[config.mk]
export PLATFORM = sky130hd
export DESIGN_NAME = csb_exec_unit
export DESIGN_NICKNAME = d
export VERILOG_FILES = /design/src/design/csb_pkg.sv /design/src/design/csb_sub_flags.sv /design/src/design/csb_exec_unit.sv
export SDC_FILE = /design/constraint.sdc
export NUM_CORES = 1
export LEC_CHECK = 0
export BUFFER_PORTS_ARGS = -buffer_cell sky130_fd_sc_hd__buf_2
export CAP_MARGIN = 20
export CORE_ASPECT_RATIO = 1.4
export CORE_MARGIN = 2
export CORE_UTILIZATION = 45
export DETAILED_ROUTE_END_ITERATION = 8
export GPL_ROUTABILITY_DRIVEN = 0
export GPL_TIMING_DRIVEN = 0
export PLACE_DENSITY = 0.78
export SETUP_SLACK_MARGIN = 0.5
export SKIP_CTS_REPAIR_TIMING = 1
export SKIP_LAST_GASP = 1
export SYNTH_ARGS = -nofsm -noshare
export SYNTH_HDL_FRONTEND = slang
export SYNTH_SLANG_ARGS = --single-unit
[constraint.sdc]
create_clock -name ref_clk -period 5.44 [get_ports ref_clk]
set_clock_uncertainty 0.2 [all_clocks]
set_input_delay 0.816 -clock ref_clk [delete_from_list [all_inputs] [get_ports ref_clk]]
set_output_delay 0.816 -clock ref_clk [all_outputs]
set_load 0.02 [all_outputs]
[src/design/csb_pkg.sv]
// Shared constants and carriers for the compare, skip and branch unit.
// Assumes one core clock; decode and status logic sit on that clock.
package csb_pkg;

  // Datapath widths
  localparam int PC_W   = 16;
  localparam int OFFS_W = 7;
  localparam int DATA_W = 8;

  // Program counter step figures
  localparam logic [PC_W-1:0] SEQ_STEP     = 16'h0001;
  localparam logic [PC_W-1:0] SKIP_ONE_WRD = 16'h0002;
  localparam logic [PC_W-1:0] SKIP_TWO_WRD = 16'h0003;
  localparam logic [PC_W-1:0] BRANCH_BIAS  = 16'h0001;

  // Status register bit positions
  localparam int FLG_C = 0;
  localparam int FLG_Z = 1;
  localparam int FLG_N = 2;
  localparam int FLG_V = 3;
  localparam int FLG_H = 5;

  // Register byte offsets
  localparam logic [7:0] OFS_CTRL    = 8'h00;
  localparam logic [7:0] OFS_STATUS  = 8'h04;
  localparam logic [7:0] OFS_SKIPCNT = 8'h08;
  localparam logic [7:0] OFS_BRCNT   = 8'h0c;
  localparam logic [7:0] OFS_LASTPC  = 8'h10;

  // Control fields and reset value
  localparam int CTRL_CNT_EN = 0;
  localparam int CTRL_CLR    = 1;
  localparam logic CTRL_CNT_EN_RST = 1'b1;

  // Bus answers
  localparam logic [1:0] RESP_OKAY   = 2'h0;
  localparam logic [1:0] RESP_SLVERR = 2'h2;

  // Executed operations
  typedef enum logic [3:0] {
    compare_skip_equal,
    compare_immediate,
    skip_reg_bit_clear,
    skip_reg_bit_set,
    skip_io_bit_clear,
    skip_io_bit_set,
    branch_flag_set,
    branch_flag_clear,
    branch_equal,
    branch_not_equal
  } csb_op_t;

  // Decoded instruction from the fetch/decode stage
  typedef struct packed {
    logic                     valid;
    csb_op_t                  op;
    logic [PC_W-1:0]          pc;
    logic [DATA_W-1:0]        rdVal;
    logic [DATA_W-1:0]        rrVal;
    logic [DATA_W-1:0]        imm;
    logic [DATA_W-1:0]        ioVal;
    logic [2:0]               bitSel;
    logic [2:0]               flagSel;
    logic signed [OFFS_W-1:0] offset;
    logic                     nextTwoWord;
  } csb_req_t;

  // Program counter and status update toward the core
  typedef struct packed {
    logic              valid;
    logic [PC_W-1:0]   pcNext;
    logic              taken;
    logic              flagWr;
    logic [DATA_W-1:0] status;
  } csb_rsp_t;

endpackage : csb_pkg

[src/design/csb_sub_flags.sv]
// Flag generator for an 8-bit subtraction whose result is discarded.
// Assumes purely combinational use inside the execution unit.
module csb_sub_flags
  import csb_pkg::*;
(
  input  wire logic [DATA_W-1:0] minuend,
  input  wire logic [DATA_W-1:0] subtrahend,
  output logic                   zeroFlg,
  output logic                   negFlg,
  output logic                   ovfFlg,
  output logic                   carryFlg,
  output logic                   halfFlg
);

  logic [DATA_W-1:0] diff;

  // Borrow terms from bit 3 and bit 7
  always_comb
  begin
    diff     = minuend - subtrahend;
    zeroFlg  = (diff == 8'h00);
    negFlg   = diff[7];
    ovfFlg   = (minuend[7] & ~subtrahend[7] & ~diff[7])
             | (~minuend[7] & subtrahend[7] & diff[7]);
    carryFlg = (~minuend[7] & subtrahend[7]) | (subtrahend[7] & diff[7])
             | (diff[7] & ~minuend[7]);
    halfFlg  = (~minuend[3] & subtrahend[3]) | (subtrahend[3] & diff[3])
             | (diff[3] & ~minuend[3]);
  end

endmodule : csb_sub_flags

[src/design/csb_exec_unit.sv]
// Execution of compare, skip and conditional branch instructions,
// with an AXI4-Lite register window for counters and last result.
// Assumes decode, register file, I/O space and status share ref_clk.
//
// Local design decisions: the AXI4-Lite register port and the register offsets.

// Notes on behaviour
// - Equal registers skip the next instruction
// - Immediate compare sets Z N V C H
// - Register bit clear skips, flags untouched
// - Register bit set skips, flags untouched
// - I/O bit clear skips, no flags
// - I/O bit set skips, no flags
// - Status bit set branches to PC+k+1
// - Status bit clear branches to PC+k+1
// - Zero flag set branches to PC+k+1
// - Zero flag clear branches to PC+k+1
module csb_exec_unit
  import csb_pkg::*;
(
  input  wire logic              ref_clk,
  input  wire logic              sys_rst,
  input  wire csb_req_t          req,
  input  wire logic [DATA_W-1:0] statusIn,
  output csb_rsp_t               rsp,
  input  wire logic [31:0]       s_axi_awaddr,
  input  wire logic              s_axi_awvalid,
  output logic                   s_axi_awready,
  input  wire logic [31:0]       s_axi_wdata,
  input  wire logic [3:0]        s_axi_wstrb,
  input  wire logic              s_axi_wvalid,
  output logic                   s_axi_wready,
  output logic [1:0]             s_axi_bresp,
  output logic                   s_axi_bvalid,
  input  wire logic              s_axi_bready,
  input  wire logic [31:0]       s_axi_araddr,
  input  wire logic              s_axi_arvalid,
  output logic                   s_axi_arready,
  output logic [31:0]            s_axi_rdata,
  output logic [1:0]             s_axi_rresp,
  output logic                   s_axi_rvalid,
  input  wire logic              s_axi_rready
);

  // Whole state of the unit
  typedef struct packed {
    logic              awFree;
    logic              awSeen;
    logic [7:0]        awAddr;
    logic              awErr;
    logic              wFree;
    logic              wSeen;
    logic [31:0]       wData;
    logic [3:0]        wStrb;
    logic              bValid;
    logic [1:0]        bResp;
    logic              arFree;
    logic              rValid;
    logic [31:0]       rData;
    logic [1:0]        rResp;
    logic              cntEn;
    logic [31:0]       skipCnt;
    logic [31:0]       brCnt;
    logic [PC_W-1:0]   lastPc;
    logic [3:0]        lastOp;
    logic              lastTaken;
    csb_rsp_t          out;
  } csb_state_t;

  csb_state_t st;
  csb_state_t next_st;

  logic subZ;
  logic subN;
  logic subV;
  logic subC;
  logic subH;

  // Flags of the immediate compare
  csb_sub_flags u_flags (
    .minuend    (req.rdVal),
    .subtrahend (req.imm),
    .zeroFlg    (subZ),
    .negFlg     (subN),
    .ovfFlg     (subV),
    .carryFlg   (subC),
    .halfFlg    (subH)
  );

  logic            isSkip;
  logic            isBranch;
  logic            cond;
  logic [PC_W-1:0] skipStep;
  logic [PC_W-1:0] brTarget;
  logic [PC_W-1:0] seqPc;

  // Condition and target for the current instruction
  always_comb
  begin
    isSkip   = 1'b0;
    isBranch = 1'b0;
    cond     = 1'b0;
    seqPc    = req.pc + SEQ_STEP;
    skipStep = req.nextTwoWord ? SKIP_TWO_WRD : SKIP_ONE_WRD;
    brTarget = req.pc + PC_W'(req.offset) + BRANCH_BIAS;
    unique case (req.op)
      compare_skip_equal:
      begin
        isSkip = 1'b1;
        cond   = (req.rdVal == req.rrVal);
      end
      skip_reg_bit_clear:
      begin
        isSkip = 1'b1;
        cond   = ~req.rrVal[req.bitSel];
      end
      skip_reg_bit_set:
      begin
        isSkip = 1'b1;
        cond   = req.rrVal[req.bitSel];
      end
      skip_io_bit_clear:
      begin
        isSkip = 1'b1;
        cond   = ~req.ioVal[req.bitSel];
      end
      skip_io_bit_set:
      begin
        isSkip = 1'b1;
        cond   = req.ioVal[req.bitSel];
      end
      branch_flag_set:
      begin
        isBranch = 1'b1;
        cond     = statusIn[req.flagSel];
      end
      branch_flag_clear:
      begin
        isBranch = 1'b1;
        cond     = ~statusIn[req.flagSel];
      end
      branch_equal:
      begin
        isBranch = 1'b1;
        cond     = statusIn[FLG_Z];
      end
      branch_not_equal:
      begin
        isBranch = 1'b1;
        cond     = ~statusIn[FLG_Z];
      end
      default:
      begin
        cond = 1'b0;
      end
    endcase
  end

  logic [31:0] rdMux;
  logic [1:0]  rdResp;

  // Read decode
  always_comb
  begin
    rdMux  = 32'h0000_0000;
    rdResp = RESP_OKAY;
    unique case (s_axi_araddr[7:0])
      OFS_CTRL:    rdMux = {31'h0000_0000, st.cntEn};
      OFS_STATUS:  rdMux = {27'h000_0000, st.lastTaken, st.lastOp};
      OFS_SKIPCNT: rdMux = st.skipCnt;
      OFS_BRCNT:   rdMux = st.brCnt;
      OFS_LASTPC:  rdMux = {{(32-PC_W){1'b0}}, st.lastPc};
      default:     rdResp = RESP_SLVERR;
    endcase
    if (s_axi_araddr[31:8] != 24'h00_0000)
    begin
      rdMux  = 32'h0000_0000;
      rdResp = RESP_SLVERR;
    end
  end

  logic cntClr;

  // Next state of bus slave, counters and execution result
  always_comb
  begin
    next_st = st;
    cntClr  = 1'b0;

    // Write address and data, taken in either order
    if (s_axi_awvalid && st.awFree)
    begin
      next_st.awSeen = 1'b1;
      next_st.awAddr = s_axi_awaddr[7:0];
      next_st.awErr  = (s_axi_awaddr[31:8] != 24'h00_0000);       // bresp must not move while bvalid
    end
    if (s_axi_wvalid && st.wFree)
    begin
      next_st.wSeen = 1'b1;
      next_st.wData = s_axi_wdata;
      next_st.wStrb = s_axi_wstrb;
    end
    if (st.bValid && s_axi_bready)
    begin
      next_st.bValid = 1'b0;
    end
    if (st.awSeen && st.wSeen && !st.bValid)
    begin
      next_st.awSeen = 1'b0;
      next_st.wSeen  = 1'b0;
      next_st.bValid = 1'b1;
      next_st.bResp  = st.awErr ? RESP_SLVERR : RESP_OKAY;
      if (!st.awErr && st.awAddr == OFS_CTRL)
      begin
        if (st.wStrb[0])
        begin
          next_st.cntEn = st.wData[CTRL_CNT_EN];
          cntClr        = st.wData[CTRL_CLR];
        end
      end
      else if (!st.awErr && st.awAddr != OFS_STATUS
               && st.awAddr != OFS_SKIPCNT && st.awAddr != OFS_BRCNT
               && st.awAddr != OFS_LASTPC)
      begin
        next_st.bResp = RESP_SLVERR;
      end
    end
    next_st.awFree = ~next_st.awSeen;
    next_st.wFree  = ~next_st.wSeen;

    // Read channel
    if (s_axi_arvalid && st.arFree)
    begin
      next_st.rValid = 1'b1;
      next_st.rData  = rdMux;
      next_st.rResp  = rdResp;
    end
    else if (st.rValid && s_axi_rready)
    begin
      next_st.rValid = 1'b0;
    end
    next_st.arFree = ~next_st.rValid;

    // Counters; an event in the clearing cycle still counts
    if (cntClr)
    begin
      next_st.skipCnt = 32'h0000_0000;
      next_st.brCnt   = 32'h0000_0000;
    end

    // Execution result, one cycle after the request
    next_st.out.valid  = req.valid;
    next_st.out.taken  = 1'b0;
    next_st.out.flagWr = 1'b0;
    next_st.out.status = statusIn;
    next_st.out.pcNext = seqPc;
    if (req.valid)
    begin
      next_st.lastPc    = req.pc;
      next_st.lastOp    = req.op;
      next_st.lastTaken = cond;
      if (isSkip && cond)
      begin
        next_st.out.pcNext = req.pc + skipStep;
        next_st.out.taken  = 1'b1;
      end
      else if (isBranch && cond)
      begin
        next_st.out.pcNext = brTarget;
        next_st.out.taken  = 1'b1;
      end
      if (req.op == compare_immediate)
      begin
        next_st.out.flagWr        = 1'b1;
        next_st.out.status[FLG_Z] = subZ;
        next_st.out.status[FLG_N] = subN;
        next_st.out.status[FLG_V] = subV;
        next_st.out.status[FLG_C] = subC;
        next_st.out.status[FLG_H] = subH;
      end
      if (st.cntEn && isSkip && cond)
      begin
        next_st.skipCnt = next_st.skipCnt + 32'h0000_0001;
      end
      if (st.cntEn && isBranch && cond)
      begin
        next_st.brCnt = next_st.brCnt + 32'h0000_0001;
      end
    end
  end

  // State register
  always_ff @(posedge ref_clk or posedge sys_rst)
  begin
    if (sys_rst)
    begin
      st        <= '0;
      st.awFree <= 1'b1;
      st.wFree  <= 1'b1;
      st.arFree <= 1'b1;
      st.cntEn  <= CTRL_CNT_EN_RST;
    end
    else
    begin
      st <= next_st;
    end
  end

  // Outputs straight from the state register
  assign rsp           = st.out;
  assign s_axi_awready = st.awFree;
  assign s_axi_wready  = st.wFree;
  assign s_axi_bvalid  = st.bValid;
  assign s_axi_bresp   = st.bResp;
  assign s_axi_arready = st.arFree;
  assign s_axi_rvalid  = st.rValid;
  assign s_axi_rdata   = st.rData;
  assign s_axi_rresp   = st.rResp;

endmodule : csb_exec_unit

==> results.md, run 1 <==
* Minimum clock period at 4.19 ns
* Delay-heaviest family, CP: simple AND/OR/NAND/NOR gates
* Dpl hpwl at 22,000 um
* Clk sinks at 166
* PD cells at 267 nW/um2
* Wire per inst at 17.5 um
* Synthesized flop and latch total at 166
* GRT Util Overall at 0.241
* Die width at 130 um
* Hold Fails Final Rpt at 0
* First-pass GRT wire length at 44,900 um
* Critical Path Fanout Max at 10
* Async SR Flop Fraction at 1.00
* H-Tree Depth at 4
* Yosys Warn Count at 0
* MaxCap Viol Count at 0
* Die Span Y at 181 um
* Clock slew at reported path FFs at 0.07 ns
* Number of buffers and inverters on the critical path at 1
* Total global routing overflow at 0
* Seq/Total Area, Yosys at 0.414
* Fillers at 1,959
* Rel. slew slack at 0.311
* Clk root buf: clkbuf_16
* Synth Instances at 1,067
* Drc violations at 0
* Commonest non-fill, non-tap cell in the layout: buf_2
* Static Leak at 0.00559 uW
* Overall power at 3250 uW
* Worst skew pair latency at 0.43 ns
* Vias post-DR at 9,208
* Crit path DAT at 4.28 ns
* Via density at 5.70
* Area growth syn-to-layout at 21.3%
* Worst hold path type: in2async
* Worst path max stage delay at 0.68 ns
* Max Transition Viols Final at 0
* Setup TNS at 0 ns
* CORE AREA at 21,900 um2
* CP cell instances: or4b_2, nor4_1, nand2_1, and2_1, ha_1, nand2_1, clkbuf_1, nor4_1, xnor2_1, nor2_1
* Fraction of layout cells with a size suffix above 1 at 0.280
* Rows at 64
* FF-to-FF Start: st[193]
* Fin cells at 1,615
* Die area at 23,500 um2
* Synth area leaders: dfrtp_1 (40%), buf_4 (4.7%), nand2_1 (4.6%)
* Pre-antenna DRT Iters at 6
* Placed Instances at 1,581
* CTS Buf Count at 17
* Port Buffers at 212
* Status: complete, no violations
* Post-Synthesis Cell Area at 10,000 um2
* CTS max path bufs at 2
* Remaining antenna violation count at 0
* Crit path from: st[193]
* Vias in the first global route at 9,049
* Max Clk Rate at 239 MHz
* Utilization after layout at 0.557
* Unrepaired setup endpoints after global routing: false
* Final setup viols at 0
* Min Hold Slack at 0.275 ns
* Largest net degree at the start of global routing at 40
* IO Pins at 250
* Library cells used by synthesis at 66
* Initial antenna violation count at 2
* VDD IR-drop max at 0.220 mV
* Fin crit share at 0.770
* Starting DRC count in detailed routing at 625
* Drt total wl at 28,300 um
* CP required at 5.53 ns
* Critical Path Slowest Stage Cell: or4b_2
* Most frequent cells in the layout: buf_2 (216), dfrtp_1 (162), nand2_1 (124)
* Post-synth EDFFs at 0
* Yosys top cell area share at 0.404
* Post-Syn Area per Cell at 9.41 um2
* Fin nets at 1,518
* WS Path Type: reg2reg
* CTS tree: yes
* Critical Path Start Type: flop
* Dominant synthesized flop cell: dfrtp_1
* Slew @ Worst Pin at 1.02 ns
* Crit path capture type: flop
* Area leader, netlist: dfrtp_1
* Initial Utilization at 0.459
area by class of cell:
| cell class | count | area [um2] | area share |
|---|---|---|---|
| timing repair buffer | 216 | 1140 | 0.0937 |
| clock buffer | 17 | 425 | 0.0349 |
| antenna | 2 | 5.00 | 0.000411 |
| sequential | 166 | 4160 | 0.341 |
| multi-input combinational | 750 | 5080 | 0.417 |
| inverter | 41 | 158 | 0.0129 |
| clock inverter | 15 | 189 | 0.0155 |
| buffer | 111 | 658 | 0.0540 |
| tap | 297 | 372 | 0.0305 |
through the flow:
step	setup WS, ns	cell area (um2)
6_report	1.25	12200
2_1_floorplan	1.91	10100
3_3_place_gp	1.10	11500
4_1_cts	1.35	12200
5_1_grt	1.10	12200
3_5_place_dp	1.03	11600
where the power goes:
part           internal, uW  switching, uW  leakage (uW)
clock                   736            526      0.000307
combinational           265            326       0.00318
sequential             1340           57.3       0.00210
total                  2340            910       0.00559
Yosys cell counts, types with 5 or more instances:
cell	number
a222oi_1	15
and4_1	5
nor4b_1	6
and2_1	11
or4_1	17
or3_1	24
a211oi_1	9
ha_1	29
nor2_1	48
nand3_1	32
dfrtp_1	162
mux2_2	35
clkbuf_1	40
nand4_1	16
buf_4	63
xor2_1	16
mux2i_1	12
o21ai_0	73
nor3b_1	5
nand2_1	124
a21boi_0	6
nor4_1	29
xnor2_1	46
a21o_1	13
a31oi_1	7
inv_1	40
a21oi_1	41
nand2b_1	6
o211ai_1	10
and3_1	18
a22oi_1	18
o21a_1	6
nor2b_1	5
nor3_1	10
cells by family (layout without fill, tap and decap cells):
group,Yosys count,in the layout,synth area share
compound gates,234,234,0.153
xor+xnor,62,62,0.0541
fa+ha+maj,33,33,0.0441
buf+inv,152,400,0.0809
flops,166,166,0.414
mux,53,53,0.0658
other cells,1,4,0.000373
simple gates,366,366,0.187
sequential cells by signal (all words and copies together), names as in the netlist:
register and flops:
rsp 27, s_axi_awready 1, s_axi_bresp 1, s_axi_rdata 32, st 100, s_axi_bvalid 1
s_axi_wready 1, s_axi_rvalid 1, s_axi_arready 1, s_axi_rresp 1
worst paths after layout:
kind / slack, ns / cells past startpoint / end
max reg2reg: 1.25 / 10 / st[102]
min reg2reg: 0.28 / 2 / s_axi_rdata[16]
min in group ref_clk: 0.28 / 2 / s_axi_rdata[16]
max: 1.25 / 10 / st[102]
max in group asynchronous: 3.60 / 5 / s_axi_wready
min: 0.27 / 2 / rsp[26]
metal layers:
layer | vias up | GRT usage | wire [um]
li1 | 4291 | - | -
met1 | 4427 | 0.277 | 10500
met3 | 87 | 0.0326 | 1640
met5 | - | 0 | 0
met2 | 403 | 0.430 | 15000
met4 | 0 | 0.125 | 1200
worst register-to-register path, stage by stage (launching register included):
cell	delay, ns
dfrtp_1	0.39
or4b_2	0.68
nor4_1	0.67
nand2_1	0.47
and2_1	0.33
ha_1	0.23
nand2_1	0.23
clkbuf_1	0.44
nor4_1	0.13
xnor2_1	0.21
nor2_1	0.07
(Power assumes the default switching activity.)
==> inputs of run 2 (changes only) <==
--- a/config.mk
+++ b/config.mk
@@ -5,6 +5,7 @@
 export SDC_FILE = /design/constraint.sdc
 export NUM_CORES = 1
 export LEC_CHECK = 0
+export ABC_AREA = 1
 export BUFFER_PORTS_ARGS = -buffer_cell sky130_fd_sc_hd__buf_2
 export CAP_MARGIN = 20
 export CORE_ASPECT_RATIO = 1.4
@@ -13,7 +14,7 @@
 export DETAILED_ROUTE_END_ITERATION = 8
 export GPL_ROUTABILITY_DRIVEN = 0
 export GPL_TIMING_DRIVEN = 0
-export PLACE_DENSITY = 0.78
+export PLACE_DENSITY = 0.77
 export SETUP_SLACK_MARGIN = 0.5
 export SKIP_CTS_REPAIR_TIMING = 1
 export SKIP_LAST_GASP = 1
==> constraint.sdc (replaced) <==
create_clock -name ref_clk -period 3.5 [get_ports ref_clk]
set_clock_uncertainty 0.2 [all_clocks]
set_input_delay 0.525 -clock ref_clk [delete_from_list [all_inputs] [get_ports ref_clk]]
set_output_delay 0.525 -clock ref_clk [all_outputs]
set_load 0.02 [all_outputs]
==> run 2 against run 1 <==
Effect of this change: clock-buffer cell count up 1; register-to-register slack worse by 0.65 ns; first-iteration DRC count down 3.5%; final cell count up 32%; hold slack worse by 0.27 ns; routed wire length up 10%; critical path type unchanged; largest power group unchanged.
==> results.md, run 2 <==
* Status: complete, no violations
* Remaining antenna violation count at 0
* MaxCap Viol Count at 0
* Async SR Flop Fraction at 1.00
* Drt total wl at 31,200 um
* Synthesized flop and latch total at 166
* Static Leak at 0.00754 uW
* Finished Cell Area at 13,700 um2
* CTS max path bufs at 2
* Drc violations at 0
* Commonest non-fill, non-tap cell in the layout: nand2_1
* VDD IR-drop max at 0.323 mV
* Utilization after layout at 0.555
* Hold depth at 1
* Critical Path Fanout Max at 6
* Post-Syn Area per Cell at 7.27 um2
* GRT Util Overall at 0.241
* Dpl hpwl at 24,200 um
* Clock slew at reported path FFs at 0.07 ns
* FF-to-FF Start: st[152]
* Initial Utilization at 0.457
* Yosys Warn Count at 0
* Final setup viols at 0
* Unrepaired setup endpoints after global routing: false
* Pre-antenna DRT Iters at 5
* Most frequent cells in the layout: nand2_1 (441), buf_2 (219), inv_1 (201)
* CTS tree: yes
* First-pass GRT wire length at 49,900 um
* Initial antenna violation count at 0
* Total global routing overflow at 0
* Post-synth EDFFs at 0
* Fraction of layout cells with a size suffix above 1 at 0.224
* Post-placement cell area at 12,800 um2
* Crit path DAT at 3.03 ns
* Clk root buf: clkbuf_16
* Post-Synthesis Cell Area at 11,200 um2
* Crit path capture type: flop
* Die area at 26,300 um2
* Max Transition Viols Final at 0
* Overall power at 4980 uW
* R2R depth at 21
* Area growth syn-to-layout at 21.5%
* Library cells used by synthesis at 51
* Area leader, netlist: dfrtp_1
* Slew @ Worst Pin at 0.827 ns
* Seq/Total Area, Yosys at 0.370
* R2r setup slk at 0.60 ns
* H-Tree Depth at 4
* Dominant synthesized flop cell: dfrtp_1
* Vias post-DR at 10,888
* IO Pins at 250
* Starting DRC count in detailed routing at 603
* Most frequent cell after synthesis: nand2_1
* Largest register FFs at 100
* Die Span Y at 191 um
* Critical Path Start Type: flop
* Setup WS post-layout at 0.598 ns
* Vias in the first global route at 10,487
* Port Buffers at 213
* CTS Buf Count at 17
* Clk sinks at 166
* Largest net degree at the start of global routing at 43
* Worst hold path type: in2reg
* WS Path Type: reg2reg
* Fin crit share at 0.829
* Wire per inst at 14.7 um
* Minimum clock period at 2.90 ns
* Worst skew pair latency at 0.44 ns
* Hold path start: statusIn[6]
* Top reg by flops: st
* Hold Fails Final Rpt at 0
* CP required at 3.63 ns
* Max Clk Rate at 345 MHz
* Rows at 68
* Via density at 5.11
* Yosys top cell area share at 0.361
* PD cells at 365 nW/um2
* Synth Instances at 1,545
* ANT cells at 0
* CORE AREA at 24,600 um2
* Setup TNS at 0 ns
* Synth area leaders: dfrtp_1 (36%), nand2_1 (15%), inv_1 (6.8%)
* Worst Hold End: rsp[6]
* Fin nets at 2,018
* Rel. slew slack at 0.446
* Die width at 138 um
* Post-synth top cells: nand2_1 (444), inv_1 (203), dfrtp_1 (162)
* Reg-to-reg endpoint: st[106]
* Pre-CTS WS at -0.170 ns
==> run 2: cell count changes in the layout (fill, tap and decap cells not counted), sizes merged, moves of 20 or more <==
cell	change
buf	+31
clkbuf	-20
inv	+166
mux2	-35
nand2	+324
nand3	+92
nor2	+81
nor3	+20
or3	-24
xnor2	-20
xor2	+49
==> run 2: critical path, stage by stage (launching register included) <==
cell and delay [ns]:
dfrtp_1 0.36, inv_1 0.07, nor2_1 0.04, nand2_1 0.06, nor2_2 0.05, nand3_4 0.13, buf_8 0.13, buf_12 0.13
buf_8 0.12, nand2_2 0.06, inv_1 0.07, ha_2 0.18, nand2_1 0.05, nand3b_1 0.19, nor2_2 0.17, nand2_2 0.11
nor2_4 0.17, nand3_2 0.12, nor2_4 0.17, nand3_1 0.09, nand2_1 0.07, inv_1 0.03
==> run 2: worst max-delay path by stage <==
stage | start | to | slack (ns) | depth (start not counted)
detailed placement | st[199] | st[108] | -0.17 | 19
global route | st[152] | st[108] | 0.44 | 22
floorplan | s_axi_bvalid | st[106] | 0.51 | 20
CTS | st[188] | st[108] | -0.18 | 19
finish | st[152] | st[106] | 0.60 | 21
global placement | sys_rst | st[191] | -0.38 | 2
==> run 2: metal layers <==
metal | vias up | global-route usage | wire length [um]
li1 | 5389 | - | -
met1 | 5076 | 0.268 | 11700
met2 | 328 | 0.441 | 16600
met3 | 95 | 0.0270 | 1270
met4 | 0 | 0.134 | 1620
met5 | - | 0 | 0
==> run 2: through the flow <==
stage               hold slack, ns  std cells
floorplan                    0.250       1546
global placement             0.211       2074
detailed placement           0.222       2078
CTS                         -0.161       2110
global route               0.00416       2131
finish                     0.00715       2131
==> run 2: power breakdown <==
group / internal, uW / total, uW / switching, uW
registers: 2080 / 2150 / 72.8
clock network: 963 / 1850 / 883
logic: 379 / 985 / 606
==> run 2: cell type report <==
type	count	area (um2)
plain buffers	100	723
clock buffers	18	439
clock inverters	14	136
fillers	2276	10900
inverters	210	792
multi-input cells	1070	5690
flip-flops and latches	166	4160
well taps	315	394
repair buffers	238	1320
==> run 2: kinds of logic (layout without fill, tap and decap cells) <==
family,Yosys count,in the layout,synth area share
AO/OA/AOI/OAI,163,163,0.0863
XOR/XNOR,91,91,0.0709
adder cells (fa/ha/maj),33,33,0.0394
buffers and inverters,310,580,0.130
flip-flops,166,166,0.370
other,1,2,0.000334
AND/OR/NAND/NOR,781,781,0.303
==> inputs of run 3 (changes only) <==
--- a/config.mk
+++ b/config.mk
@@ -14,7 +14,7 @@
 export DETAILED_ROUTE_END_ITERATION = 8
 export GPL_ROUTABILITY_DRIVEN = 0
 export GPL_TIMING_DRIVEN = 0
-export PLACE_DENSITY = 0.77
+export PLACE_DENSITY = 0.74
 export SETUP_SLACK_MARGIN = 0.5
 export SKIP_CTS_REPAIR_TIMING = 1
 export SKIP_LAST_GASP = 1
==> constraint.sdc (replaced) <==
create_clock -name ref_clk -period 2.68 [get_ports ref_clk]
set_clock_uncertainty 0.2 [all_clocks]
set_input_delay 0.402 -clock ref_clk [delete_from_list [all_inputs] [get_ports ref_clk]]
set_output_delay 0.402 -clock ref_clk [all_outputs]
set_load 0.02 [all_outputs]
==> run 3 against run 2 <==
Effect of this change: the flow now finishes with violations (negative hold slack, negative setup slack); sequential power increased by 31%; global-route usage grew 0.67 points; non-clock buffer count grew 45; critical path depth is the same; setup slack lost 0.82 ns; first-iteration DRC count increased by 9.5%; clock-buffer cell count unchanged; fmax is 0.11% higher; routed wire length up 9.6%; sequential share of layout area shrank 2.1 points.
==> results.md, run 3 (synthesis gave the netlist of run 2 again) <==
* Status: finished, violations left
* Failing checks: negative hold slack, negative setup slack
* Top reg by flops: st
* Max Clk Rate at 345 MHz
* Via density at 5.23
* Minimum clock period at 2.90 ns
* VDD IR-drop max at 0.386 mV
* Fin crit share at 1.08
* CTS Buf Count at 17
* CORE AREA at 24,600 um2
* Rel. slew slack at 0.528
* Die Span Y at 191 um
* GRT Util Overall at 0.248
* Hold depth at 3
* Die area at 26,300 um2
* Clk sinks at 166
* Critical Path Slowest Stage Cell: dfrtp_1
* Hold Fails Final Rpt at 5
* Setup WS post-layout at -0.218 ns
* Largest register FFs at 100
* Crit path DAT at 3.04 ns
* Critical Path Start Type: flop
* Drt total wl at 34,200 um
* R2R depth at 21
* Vias post-DR at 11,375
* Pre-antenna DRT Iters at 6
* Fin cells at 2,177
* Finished Cell Area at 14,700 um2
* CTS tree: yes
* Crit path capture type: flop
* Overall power at 6800 uW
* WS Path Type: reg2reg
* Unrepaired setup endpoints after global routing: true
* Dpl hpwl at 24,700 um
* Commonest non-fill, non-tap cell in the layout: nand2_1
* Worst path max stage delay at 0.37 ns
* Worst hold path type: in2reg
* Initial Utilization at 0.457
* Fillers at 2,151
* Most frequent cells in the layout: nand2_1 (429), buf_2 (212), inv_1 (185)
* PD cells at 463 nW/um2
* Min Hold Slack at -0.0198 ns
* MaxCap Viol Count at 0
* Static Leak at 0.00787 uW
* Die width at 138 um
* First-pass GRT wire length at 51,200 um
* Rows at 68
* Slew @ Worst Pin at 0.707 ns
* Fraction of layout cells with a size suffix above 1 at 0.286
* Port Buffers at 213
* Vias in the first global route at 10,705
* Critical Path Fanout Max at 8
* CP cell instances: inv_2, nor2_1, nand2_1, nor2_4, nand3_4, buf_8, buf_12, buf_12, nand2_4, inv_2, ha_4, nand2_1, nand3b_1, nor2_2, nand2_2, nor2_4, nand3_2, nor2_4, nand3_1, nand2_1, inv_1
* CTS max path bufs at 2
* Largest net degree at the start of global routing at 42
* Post-placement cell area at 12,900 um2
* Max Transition Viols Final at 0
* Clk root buf: clkbuf_16
* Utilization after layout at 0.597
* Remaining antenna violation count at 0
* H-Tree Depth at 4
* IO Pins at 250
* Total global routing overflow at 0
* CP required at 2.82 ns
* Area growth syn-to-layout at 30.6%
* Wire per inst at 15.7 um
* Worst skew pair latency at 0.44 ns
* Clock slew at reported path FFs at 0.07 ns
* Initial antenna violation count at 2
* Starting DRC count in detailed routing at 660
* Fin nets at 2,063
* Placed Instances at 2,078
* Final setup viols at 12
* Drc violations at 0
run 3: changes by cell type in the layout (fill, tap and decap cells not counted), sizes merged:
cell,delta
buf,+32
bufinv,+2
inv,-3
clkinv,-2
clkinvlp,+3
diode,+1
dlygate4sd3,+13
run 3: worst paths after layout:
path                                       from             to  slack [ns]
max in group asynchronous               sys_rst  s_axi_awready        0.91
worst max register to register          st[152]        st[106]       -0.22
worst max-delay path                    st[152]        st[106]       -0.22
worst min-delay path            s_axi_awaddr[2]        st[193]       -0.02
worst min register to register     s_axi_rvalid  s_axi_arready        0.24
min in group asynchronous               sys_rst         rsp[4]        0.25
run 3: through the flow:
step / setup TNS [ns] / worst slack (ns)
6_report: -1.45 / -0.218
5_1_grt: -4.20 / -0.335
4_1_cts: -6.72 / -0.549
3_5_place_dp: -8.15 / -0.541
3_3_place_gp: -184.14 / -1.36
2_1_floorplan: -5.35 / -0.212
run 3: report_power, final:
part	internal [uW]	switching, uW	total [uW]
sequential	2720	109	2820
combinational	568	855	1420
clock	1430	1130	2550
run 3: final cells by class:
cell class              instances  area, um2  share of cell area
inverters                     210        815              0.0555
multi-input cells            1070       6170               0.420
plain buffers                 100        768              0.0523
clock buffers                  18        439              0.0299
diodes                          1       2.50            0.000171
repair buffers                283       1760               0.120
flip-flops and latches        166       4160               0.283
well taps                     315        394              0.0269
clock inverters                14        166              0.0113
run 3: layer usage:
metal / GRT usage / vias up / part of all wire
li1: - / 5467 / -
met3: 0.0334 / 155 / 0.041
met4: 0.175 / 2 / 0.072
met5: 0 / - / 0.00038
met2: 0.433 / 451 / 0.52
met1: 0.273 / 5300 / 0.36
run 3: worst max-delay path: cells and delay by family (launching register included):
kind	cells	cell delay (ns)
DFF	1	0.37
adders and majority gates	1	0.12
and+or+nand+nor	14	1.55
buffers and inverters	6	0.54
